### src/core/aer_mask_pkg.sv
// Constants for the uncorrectable error mask block
package aer_mask_pkg;
  // ****************************************************************
  // Register map
  // ****************************************************************
  localparam logic [11:0] UE_STATUS_OFFSET = 12'h104; // Status register
  localparam logic [11:0] UE_MASK_OFFSET = 12'h108; // Mask register
  localparam logic [11:0] UE_SEVERITY_OFFSET = 12'h10C; // Severity register
  // ****************************************************************
  // Field layout
  // ****************************************************************
  localparam logic [31:0] UE_MASK_WRITABLE = 32'h001F3031; // Stored bits
  localparam logic [31:0] UE_STATUS_WRITABLE = 32'h001F3031; // Clearable and severity bits
  localparam logic [31:0] UE_ACTIVE_MASK = 32'h001F3030; // Bit 0 inert
  localparam logic [31:0] UE_MASK_RESET = 32'h00000000; // Mask reset
  localparam logic [31:0] UE_STATUS_RESET = 32'h00000000; // Status reset
  localparam logic [31:0] UE_SEVERITY_RESET = 32'h00062030; // Severity
endpackage

### src/core/aer_uncorrectable_error_mask.sv
// Uncorrectable error mask, status logging and severity selection
`timescale 1ns/100ps
module aer_uncorrectable_error_mask
  import aer_mask_pkg::*;
(
  input wire logic i_clock, // Core clock, 50 MHz
  input wire logic i_srst, // Non-fundamental reset, sticky bits survive
  input wire logic i_fund_srst, // Fundamental reset, returns sticky bits to their reset values
  input wire logic i_clock_enable, // Freezes all state while low and neither reset is asserted
  input wire logic i_cfg_write, // Configuration write strobe
  input wire logic i_cfg_read, // Configuration read strobe
  input wire logic [11:0] i_cfg_addr, // Configuration byte address
  input wire logic [31:0] i_cfg_wdata, // Configuration write data
  input wire logic [3:0] i_cfg_be, // Byte enables
  input wire logic [31:0] i_error_detect, // Per-class detect strobes
  output logic [31:0] o_cfg_rdata, // Read data, one cycle after read
  output logic o_cfg_rvalid, // Read data valid pulse
  output logic [31:0] o_uncorrectable_error_mask, // Mask state
  output logic o_report_fatal, // Fatal error report pulse
  output logic o_report_nonfatal, // Non-fatal error report pulse
  output logic [31:0] o_report_classes // Classes reported this pulse
);
  // ****************************************************************
  // State
  // ****************************************************************
  typedef struct packed {
    logic [31:0] mask; // Mask register
    logic [31:0] status; // Status register
    logic [31:0] severity; // Severity register
    logic [31:0] rdata; // Read data
    logic rvalid; // Read valid
    logic fatal; // Fatal pulse
    logic nonfatal; // Non-fatal pulse
    logic [31:0] classes; // Reported classes
  } state_s;

  state_s state_reg; // Registered state
  state_s state_next; // Next state

  // Expand byte enables to a bit mask
  function automatic logic [31:0] be_bits(input logic [3:0] be);
    be_bits = {{8{be[3]}}, {8{be[2]}}, {8{be[1]}}, {8{be[0]}}};
  endfunction

  logic [31:0] wr_bits; // Bits selected by byte enables
  logic [31:0] unmasked; // Detected events passing the mask
  logic [31:0] sel_data; // Read mux

  // ****************************************************************
  // Next-state logic
  // ****************************************************************
  always_comb begin
    state_next = state_reg;
    wr_bits = be_bits(i_cfg_be);
    // Bit 0 never counts toward logging or reporting
    unmasked = i_error_detect & UE_ACTIVE_MASK & ~state_reg.mask;
    // Default pulses low
    state_next.rvalid = 1'b0;
    state_next.fatal = 1'b0;
    state_next.nonfatal = 1'b0;
    state_next.classes = 32'h00000000;
    // Read mux, reserved and hardwired bits read zero
    case (i_cfg_addr)
      UE_STATUS_OFFSET: begin
        sel_data = state_reg.status;
      end
      UE_MASK_OFFSET: begin
        sel_data = state_reg.mask & UE_MASK_WRITABLE;
      end
      UE_SEVERITY_OFFSET: begin
        sel_data = state_reg.severity;
      end
      default: begin
        sel_data = 32'h00000000;
      end
    endcase
    if (i_cfg_read) begin
      state_next.rdata = sel_data;
      state_next.rvalid = 1'b1;
    end
    // Mask write touches only stored bits
    if (i_cfg_write && i_cfg_addr == UE_MASK_OFFSET) begin
      state_next.mask = (state_reg.mask & ~(wr_bits & UE_MASK_WRITABLE))
        | (i_cfg_wdata & wr_bits & UE_MASK_WRITABLE);
    end
    if (i_cfg_write && i_cfg_addr == UE_SEVERITY_OFFSET) begin
      state_next.severity =
        (state_reg.severity & ~(wr_bits & UE_STATUS_WRITABLE))
        | (i_cfg_wdata & wr_bits & UE_STATUS_WRITABLE);
    end
    // Write-one clears, a same-cycle detect wins
    if (i_cfg_write && i_cfg_addr == UE_STATUS_OFFSET) begin
      state_next.status = state_reg.status
        & ~(i_cfg_wdata & wr_bits & UE_STATUS_WRITABLE);
    end
    state_next.status = state_next.status | unmasked;
    // Report only unmasked events, severity picks the class
    if (|unmasked) begin
      state_next.classes = unmasked;
      state_next.fatal = |(unmasked & state_reg.severity);
      state_next.nonfatal = |(unmasked & ~state_reg.severity);
    end
  end

  // ****************************************************************
  // Registers
  // ****************************************************************
  always_ff @(posedge i_clock) begin
    if (i_fund_srst) begin
      state_reg.mask <= UE_MASK_RESET;
      state_reg.status <= UE_STATUS_RESET;
      state_reg.severity <= UE_SEVERITY_RESET;
      state_reg.rdata <= 32'h00000000;
      state_reg.rvalid <= 1'b0;
      state_reg.fatal <= 1'b0;
      state_reg.nonfatal <= 1'b0;
      state_reg.classes <= 32'h00000000;
    end else if (i_srst) begin
      // Sticky registers hold through a soft reset
      state_reg.rdata <= 32'h00000000;
      state_reg.rvalid <= 1'b0;
      state_reg.fatal <= 1'b0;
      state_reg.nonfatal <= 1'b0;
      state_reg.classes <= 32'h00000000;
    end else if (i_clock_enable) begin
      state_reg <= state_next;
    end
  end

  assign o_cfg_rdata = state_reg.rdata;
  assign o_cfg_rvalid = state_reg.rvalid;
  assign o_uncorrectable_error_mask = state_reg.mask;
  assign o_report_fatal = state_reg.fatal;
  assign o_report_nonfatal = state_reg.nonfatal;
  assign o_report_classes = state_reg.classes;

  // ****************************************************************
  // Assertions
  // ****************************************************************
  property p_masked_not_logged;
    @(posedge i_clock) disable iff (i_srst || i_fund_srst)
    (i_clock_enable && !(i_cfg_write && i_cfg_addr == UE_STATUS_OFFSET))
    |=> ((state_reg.status & ~$past(state_reg.status)
          & $past(state_reg.mask)) == 32'h00000000);
  endproperty
  a_masked_not_logged: assert property (p_masked_not_logged)
    else $error("masked error was logged");

  property p_masked_no_report;
    @(posedge i_clock) disable iff (i_srst || i_fund_srst)
    1'b1 |=> ((o_report_classes & $past(state_reg.mask)) == 32'h00000000);
  endproperty
  a_masked_no_report: assert property (p_masked_no_report)
    else $error("masked error was reported");

  property p_stored_bits;
    @(posedge i_clock) disable iff (i_fund_srst)
    (o_uncorrectable_error_mask & ~UE_MASK_WRITABLE) == 32'h00000000;
  endproperty
  a_stored_bits: assert property (p_stored_bits)
    else $error("mask holds a reserved or hardwired bit");

  property p_mask_write;
    @(posedge i_clock) disable iff (i_srst || i_fund_srst)
    (i_clock_enable && i_cfg_write && i_cfg_addr == UE_MASK_OFFSET
     && i_cfg_be == 4'hF)
    |=> o_uncorrectable_error_mask == ($past(i_cfg_wdata) & UE_MASK_WRITABLE);
  endproperty
  a_mask_write: assert property (p_mask_write)
    else $error("mask write not stored");

  property p_bit0_inert;
    @(posedge i_clock) disable iff (i_srst || i_fund_srst)
    1'b1 |=> !o_report_classes[0];
  endproperty
  a_bit0_inert: assert property (p_bit0_inert)
    else $error("obsolete bit reported");

  property p_detect_sets;
    @(posedge i_clock) disable iff (i_srst || i_fund_srst)
    (i_clock_enable && i_error_detect[4] && !state_reg.mask[4])
    |=> state_reg.status[4];
  endproperty
  a_detect_sets: assert property (p_detect_sets)
    else $error("detected error not logged");

  property p_fatal_sel;
    @(posedge i_clock) disable iff (i_srst || i_fund_srst)
    (i_clock_enable && |(i_error_detect & UE_ACTIVE_MASK & ~state_reg.mask
      & state_reg.severity)) |=> o_report_fatal;
  endproperty
  a_fatal_sel: assert property (p_fatal_sel)
    else $error("fatal report missing");

  property p_soft_reset_keeps;
    @(posedge i_clock)
    (i_srst && !i_fund_srst) |=> $stable(o_uncorrectable_error_mask);
  endproperty
  a_soft_reset_keeps: assert property (p_soft_reset_keeps)
    else $error("mask lost on soft reset");

  // An unmasked class with severity clear must give a non-fatal report
  property p_nonfatal_sel;
    @(posedge i_clock) disable iff (i_srst || i_fund_srst)
    (i_clock_enable && |(i_error_detect & UE_ACTIVE_MASK & ~state_reg.mask
      & ~state_reg.severity)) |=> o_report_nonfatal;
  endproperty
  a_nonfatal_sel: assert property (p_nonfatal_sel)
    else $error("non-fatal report missing");

  // Low clock enable holds every register still
  property p_freeze;
    @(posedge i_clock) disable iff (i_srst || i_fund_srst)
    !i_clock_enable |=> $stable(state_reg);
  endproperty
  a_freeze: assert property (p_freeze)
    else $error("state moved while clock enable low");

  c_fatal: cover property (@(posedge i_clock) o_report_fatal);
  c_nonfatal: cover property (@(posedge i_clock) o_report_nonfatal);
  c_mask_write: cover property (@(posedge i_clock)
    i_cfg_write && i_cfg_addr == UE_MASK_OFFSET);
  c_freeze: cover property (@(posedge i_clock)
    !i_clock_enable && |i_error_detect);
endmodule // aer_uncorrectable_error_mask

### config.mk
export PLATFORM = sky130hd
export DESIGN_NAME = aer_uncorrectable_error_mask
export DESIGN_NICKNAME = d
export VERILOG_FILES = /design/src/core/aer_mask_pkg.sv /design/src/core/aer_uncorrectable_error_mask.sv
export SDC_FILE = /design/constraint.sdc
export NUM_CORES = 1
export LEC_CHECK = 0
export ABC_CLOCK_PERIOD_IN_PS = 3500
export BUFFER_PORTS_ARGS = -buffer_cell sky130_fd_sc_hd__buf_2
export CORE_MARGIN = 2
export CORE_UTILIZATION = 25
export DETAILED_ROUTE_END_ITERATION = 8
export GPL_TIMING_DRIVEN = 0
export SYNTH_ARGS = -nofsm -noshare
export SYNTH_HDL_FRONTEND = slang
export SYNTH_SLANG_ARGS = --single-unit
### constraint.sdc
create_clock -name i_clock -period 3.5 [get_ports i_clock]
set_input_delay 0.7 -clock i_clock [delete_from_list [all_inputs] [get_ports i_clock]]
set_output_delay 0.7 -clock i_clock [all_outputs]
set_load 0.05 [all_outputs]
==> summary.md <==
| Metric | Value |
|---|---|
| Seq/Total Area, Yosys | `0.3156` |
| Io pins | `about 190` |
| Hold-fix buffers, CTS | `0` |
| Psw | `just under 500 µW` |
| Unique masters post-synth | `around 40` |
| CTS Buf Count | `5` |
| XOR/XNOR Fraction of Synth Area | `0` |
| Chip width | `118.9 µm` |
| Critical Path RT | `3.66 ns` |
| Hold Crit Class | `reg2reg` |
| Comb pwr share | `0.243` |
| Util after Layout | `0.3333` |
| Area of the multi-input gates | `about 1600 µm²` |
| Initial antenna violation count | `3` |
| Largest family of logic cells by synthesized area | `buffers and inverters` |
| Final Setup Violations | `0` |
| Worst Path Arrival | `2.21 ns` |
| Skew-Pair Late Insertion Delay | `0.29 ns` |
| PostCTS Resize Cnt | `0` |
| Hold path endpoint | `o_cfg_rvalid` |
| Synth Area in Compound Gates | `0.1612` |
| RePlAce Congestion | `between 0.8 and 0.9` |
| Reg area | `~1000 µm²` |
| Peak supply drop | `between 0.15 and 0.2 mV` |
| Synth Area in Adders | `0` |
| MaxCap Viol Count | `0` |
| Max-slew headroom | `0.6178` |
| Cells after synthesis | `between 300 and 400` |
| Fin. Hold Viols | `0` |
| Most frequent cells in the layout | `98 x buf_4, 74 x buf_2, 67 x conb_1, 52 x dfxtp_1, 20 x nor2_1` |
| Clock Path Buffers | `2` |
| Ys flop type | `dfxtp_1` |
| Gr usage total | `0.1282` |
| Routed length per instance | `approximately 13 µm` |
| Avg Synthesized Cell Area | `approximately 8.4 µm²` |
| Drt initial violations | `approximately 210` |
| Worst hold start | `o_cfg_rvalid` |
| Static Leakage | `between 0.002 and 0.0025 µW` |
| Post-synthesis mux area share | `0.05766` |
| FF-to-FF path depth | `4` |
| Most common cell after layout, fill and taps aside | `buf_4` |
| Root Driver | `clkbuf_16` |
| Largest cells by area after synthesis | `dfxtp_1 32%, buf_4 22%, mux2i_1 5.8%, nand4_1 3.2%, a22oi_1 3.2%` |
| HPWL Detailed | `approximately 7700 µm` |
| TritonCTS clock tree | `built` |
| Largest net degree at the start of global routing | `16` |
| Critical Path Source Type | `input port` |
| Post-DRT Antenna Nets | `0` |
| R2R Setup Slk | `between 2 and 2.5 ns` |
| Sum of negative setup slack | `0 ns` |
| Setup crit end kind | `flop` |
| Period utilization | `0.5862` |
| Reg2reg end | `o_report_nonfatal` |
| P per Cell Area | `roughly 360 nW/µm²` |
| CTS HTree Levels | `2` |
| Drt drc | `0` |
| Slew Limit Fails | `0` |
| Mapped cell area | `about 3300 µm²` |
| Pre-antenna DRT Iters | `5` |
| Post CTS Setup Buffer Count | `0` |
| Vias | `around 3000` |
| Synth-to-Final Area Change | `29.10%` |
| CP max FO | `10` |
| Simple-gate share of the synthesized area | `0.1995` |
| Cell-internal power | `about 1000 µW` |
| Core area | `between 10000 and 15000 µm²` |
| Crit Path Category | `in2reg` |
| Die area | `14130 µm²` |
| EDFF count, synth | `0` |
| Initial Utilization | `0.2582` |
| RSZ-0062 raised after global routing | `no` |
| Clk_skew | `0.005135 ns` |
| Dpl cells | `~700` |
| Clk network pwr share | `0.360` |
| Cell taking the most area after synthesis | `dfxtp_1` |
| Hold path depth | `2` |
| Layout cells sized above 1 | `0.3490` |
| Vias per Instance | `around 4.2` |
| Syn. warnings | `0` |
| Final std cells w/o fill | `706` |
| Status | `completed` |
| Yosys top cell area share | `0.3156` |
| GRT overflow | `0` |
| Clk slew on worst S/H paths | `around 0.070 ns` |
| DIE HEIGHT | `roughly 120 µm` |
| Minimum clock period | `between 2 and 2.5 ns` |
| Asr flop ratio synth | `0` |
| Worst Tran Pin Value | `between 0.5 and 0.6 ns` |
| Switching Fraction | `0.3165` |
| Vias in the first global route | `2829` |
| Total Nets Final | `around 620` |
| Clk sink count | `52` |
| First-pass GRT wire length | `~15000 µm` |
| FMAX | `around 0.5 GHz` |
| Row cnt | `41` |
| WHS | `roughly 0.47 ns` |
| Final Routed Wirelength | `slightly above 9000 µm` |
| Layout fillers | `approximately 1400` |
| # port buffers | `66` |
| Sequential share of power | `0.397` |
| Synth Register Bits | `52` |
[power by group through the flow]
stage               logic (µW)  registers, µW  clock network (µW)
floorplan                  305            625                   0
CTS                        369            608                 561
finish                     372            608                 550
global route               393            609                 582
detailed placement         368            621                   0
global placement           365            621                   0
[critical path: stages]
cell and delay (ns):
buf_2 0.12, nor4_4 0.50, nand4_1 0.47, o21ai_0 0.32, a21oi_1 0.10
[kinds of logic (layout without fill, tap and decap cells)]
family          count (synthesis)  count (layout)
flops                          52              52
other cells                     1              68
simple gates                  112             112
compound gates                 79              79
buf+inv                       130             204
mux                            19              19
[routing by layer]
metal  track usage  share of wire  vias up
met5             0         0.0012        -
met4       0.02827         0.0094        2
met3       0.03640          0.064       12
met2        0.2267           0.50       97
met1        0.1537           0.43     1338
li1              -              -     1507
[synthesized netlist by cell type, types with 2 or more instances]
cell type,n
nor2_1,20
dfxtp_1,52
and3_1,2
a22oi_1,14
mux2i_1,19
nor2b_1,9
o22ai_1,6
clkbuf_1,9
o21ai_0,16
a21oi_1,16
nand2b_1,12
nand2_1,14
o32ai_1,7
inv_1,13
a221oi_1,2
buf_2,8
nand4_1,17
and4_1,2
o31ai_1,6
o2bb2ai_1,9
nor4bb_1,2
nand3_1,14
nor3_1,9
buf_4,98
[per-stage QoR]
| stage | power (µW) | cell area (µm²) | setup slack [ns] |
|---|---|---|---|
| after floorplan | 930.3 | 3546 | 1.689 |
| after CTS | 1538 | 4255 | 1.451 |
| final | 1530 | 4258 | 1.448 |
| after detailed placement | 989.6 | 4091 | 1.143 |
| after global placement | 986.6 | 4091 | 1.227 |
| after global routing | 1583 | 4255 | 1.257 |
[worst max-delay path by stage]
stage / startpoint / to / cells after the start
finish: i_cfg_addr[5] / flop / 5
floorplan: i_cfg_addr[5] / flop / 4
detailed placement: i_cfg_addr[5] / flop / 5
global route: i_cfg_addr[5] / flop / 5
CTS: i_cfg_addr[5] / flop / 5
global placement: i_cfg_addr[5] / flop / 5
[final cells by class]
class                           count  share of cell area
Inverter                           13             0.01146
Clock inverter                      2            0.008228
Clock buffer                        6             0.03027
Tap cell                          172             0.05054
Buffer                            117              0.1937
Sequential cell                    52              0.2445
Multi-Input combinational cell    277              0.3832
Antenna cell                        1           0.0005877
Timing Repair Buffer               66             0.07758
Note: power is estimated with default switching activity, not from simulation.
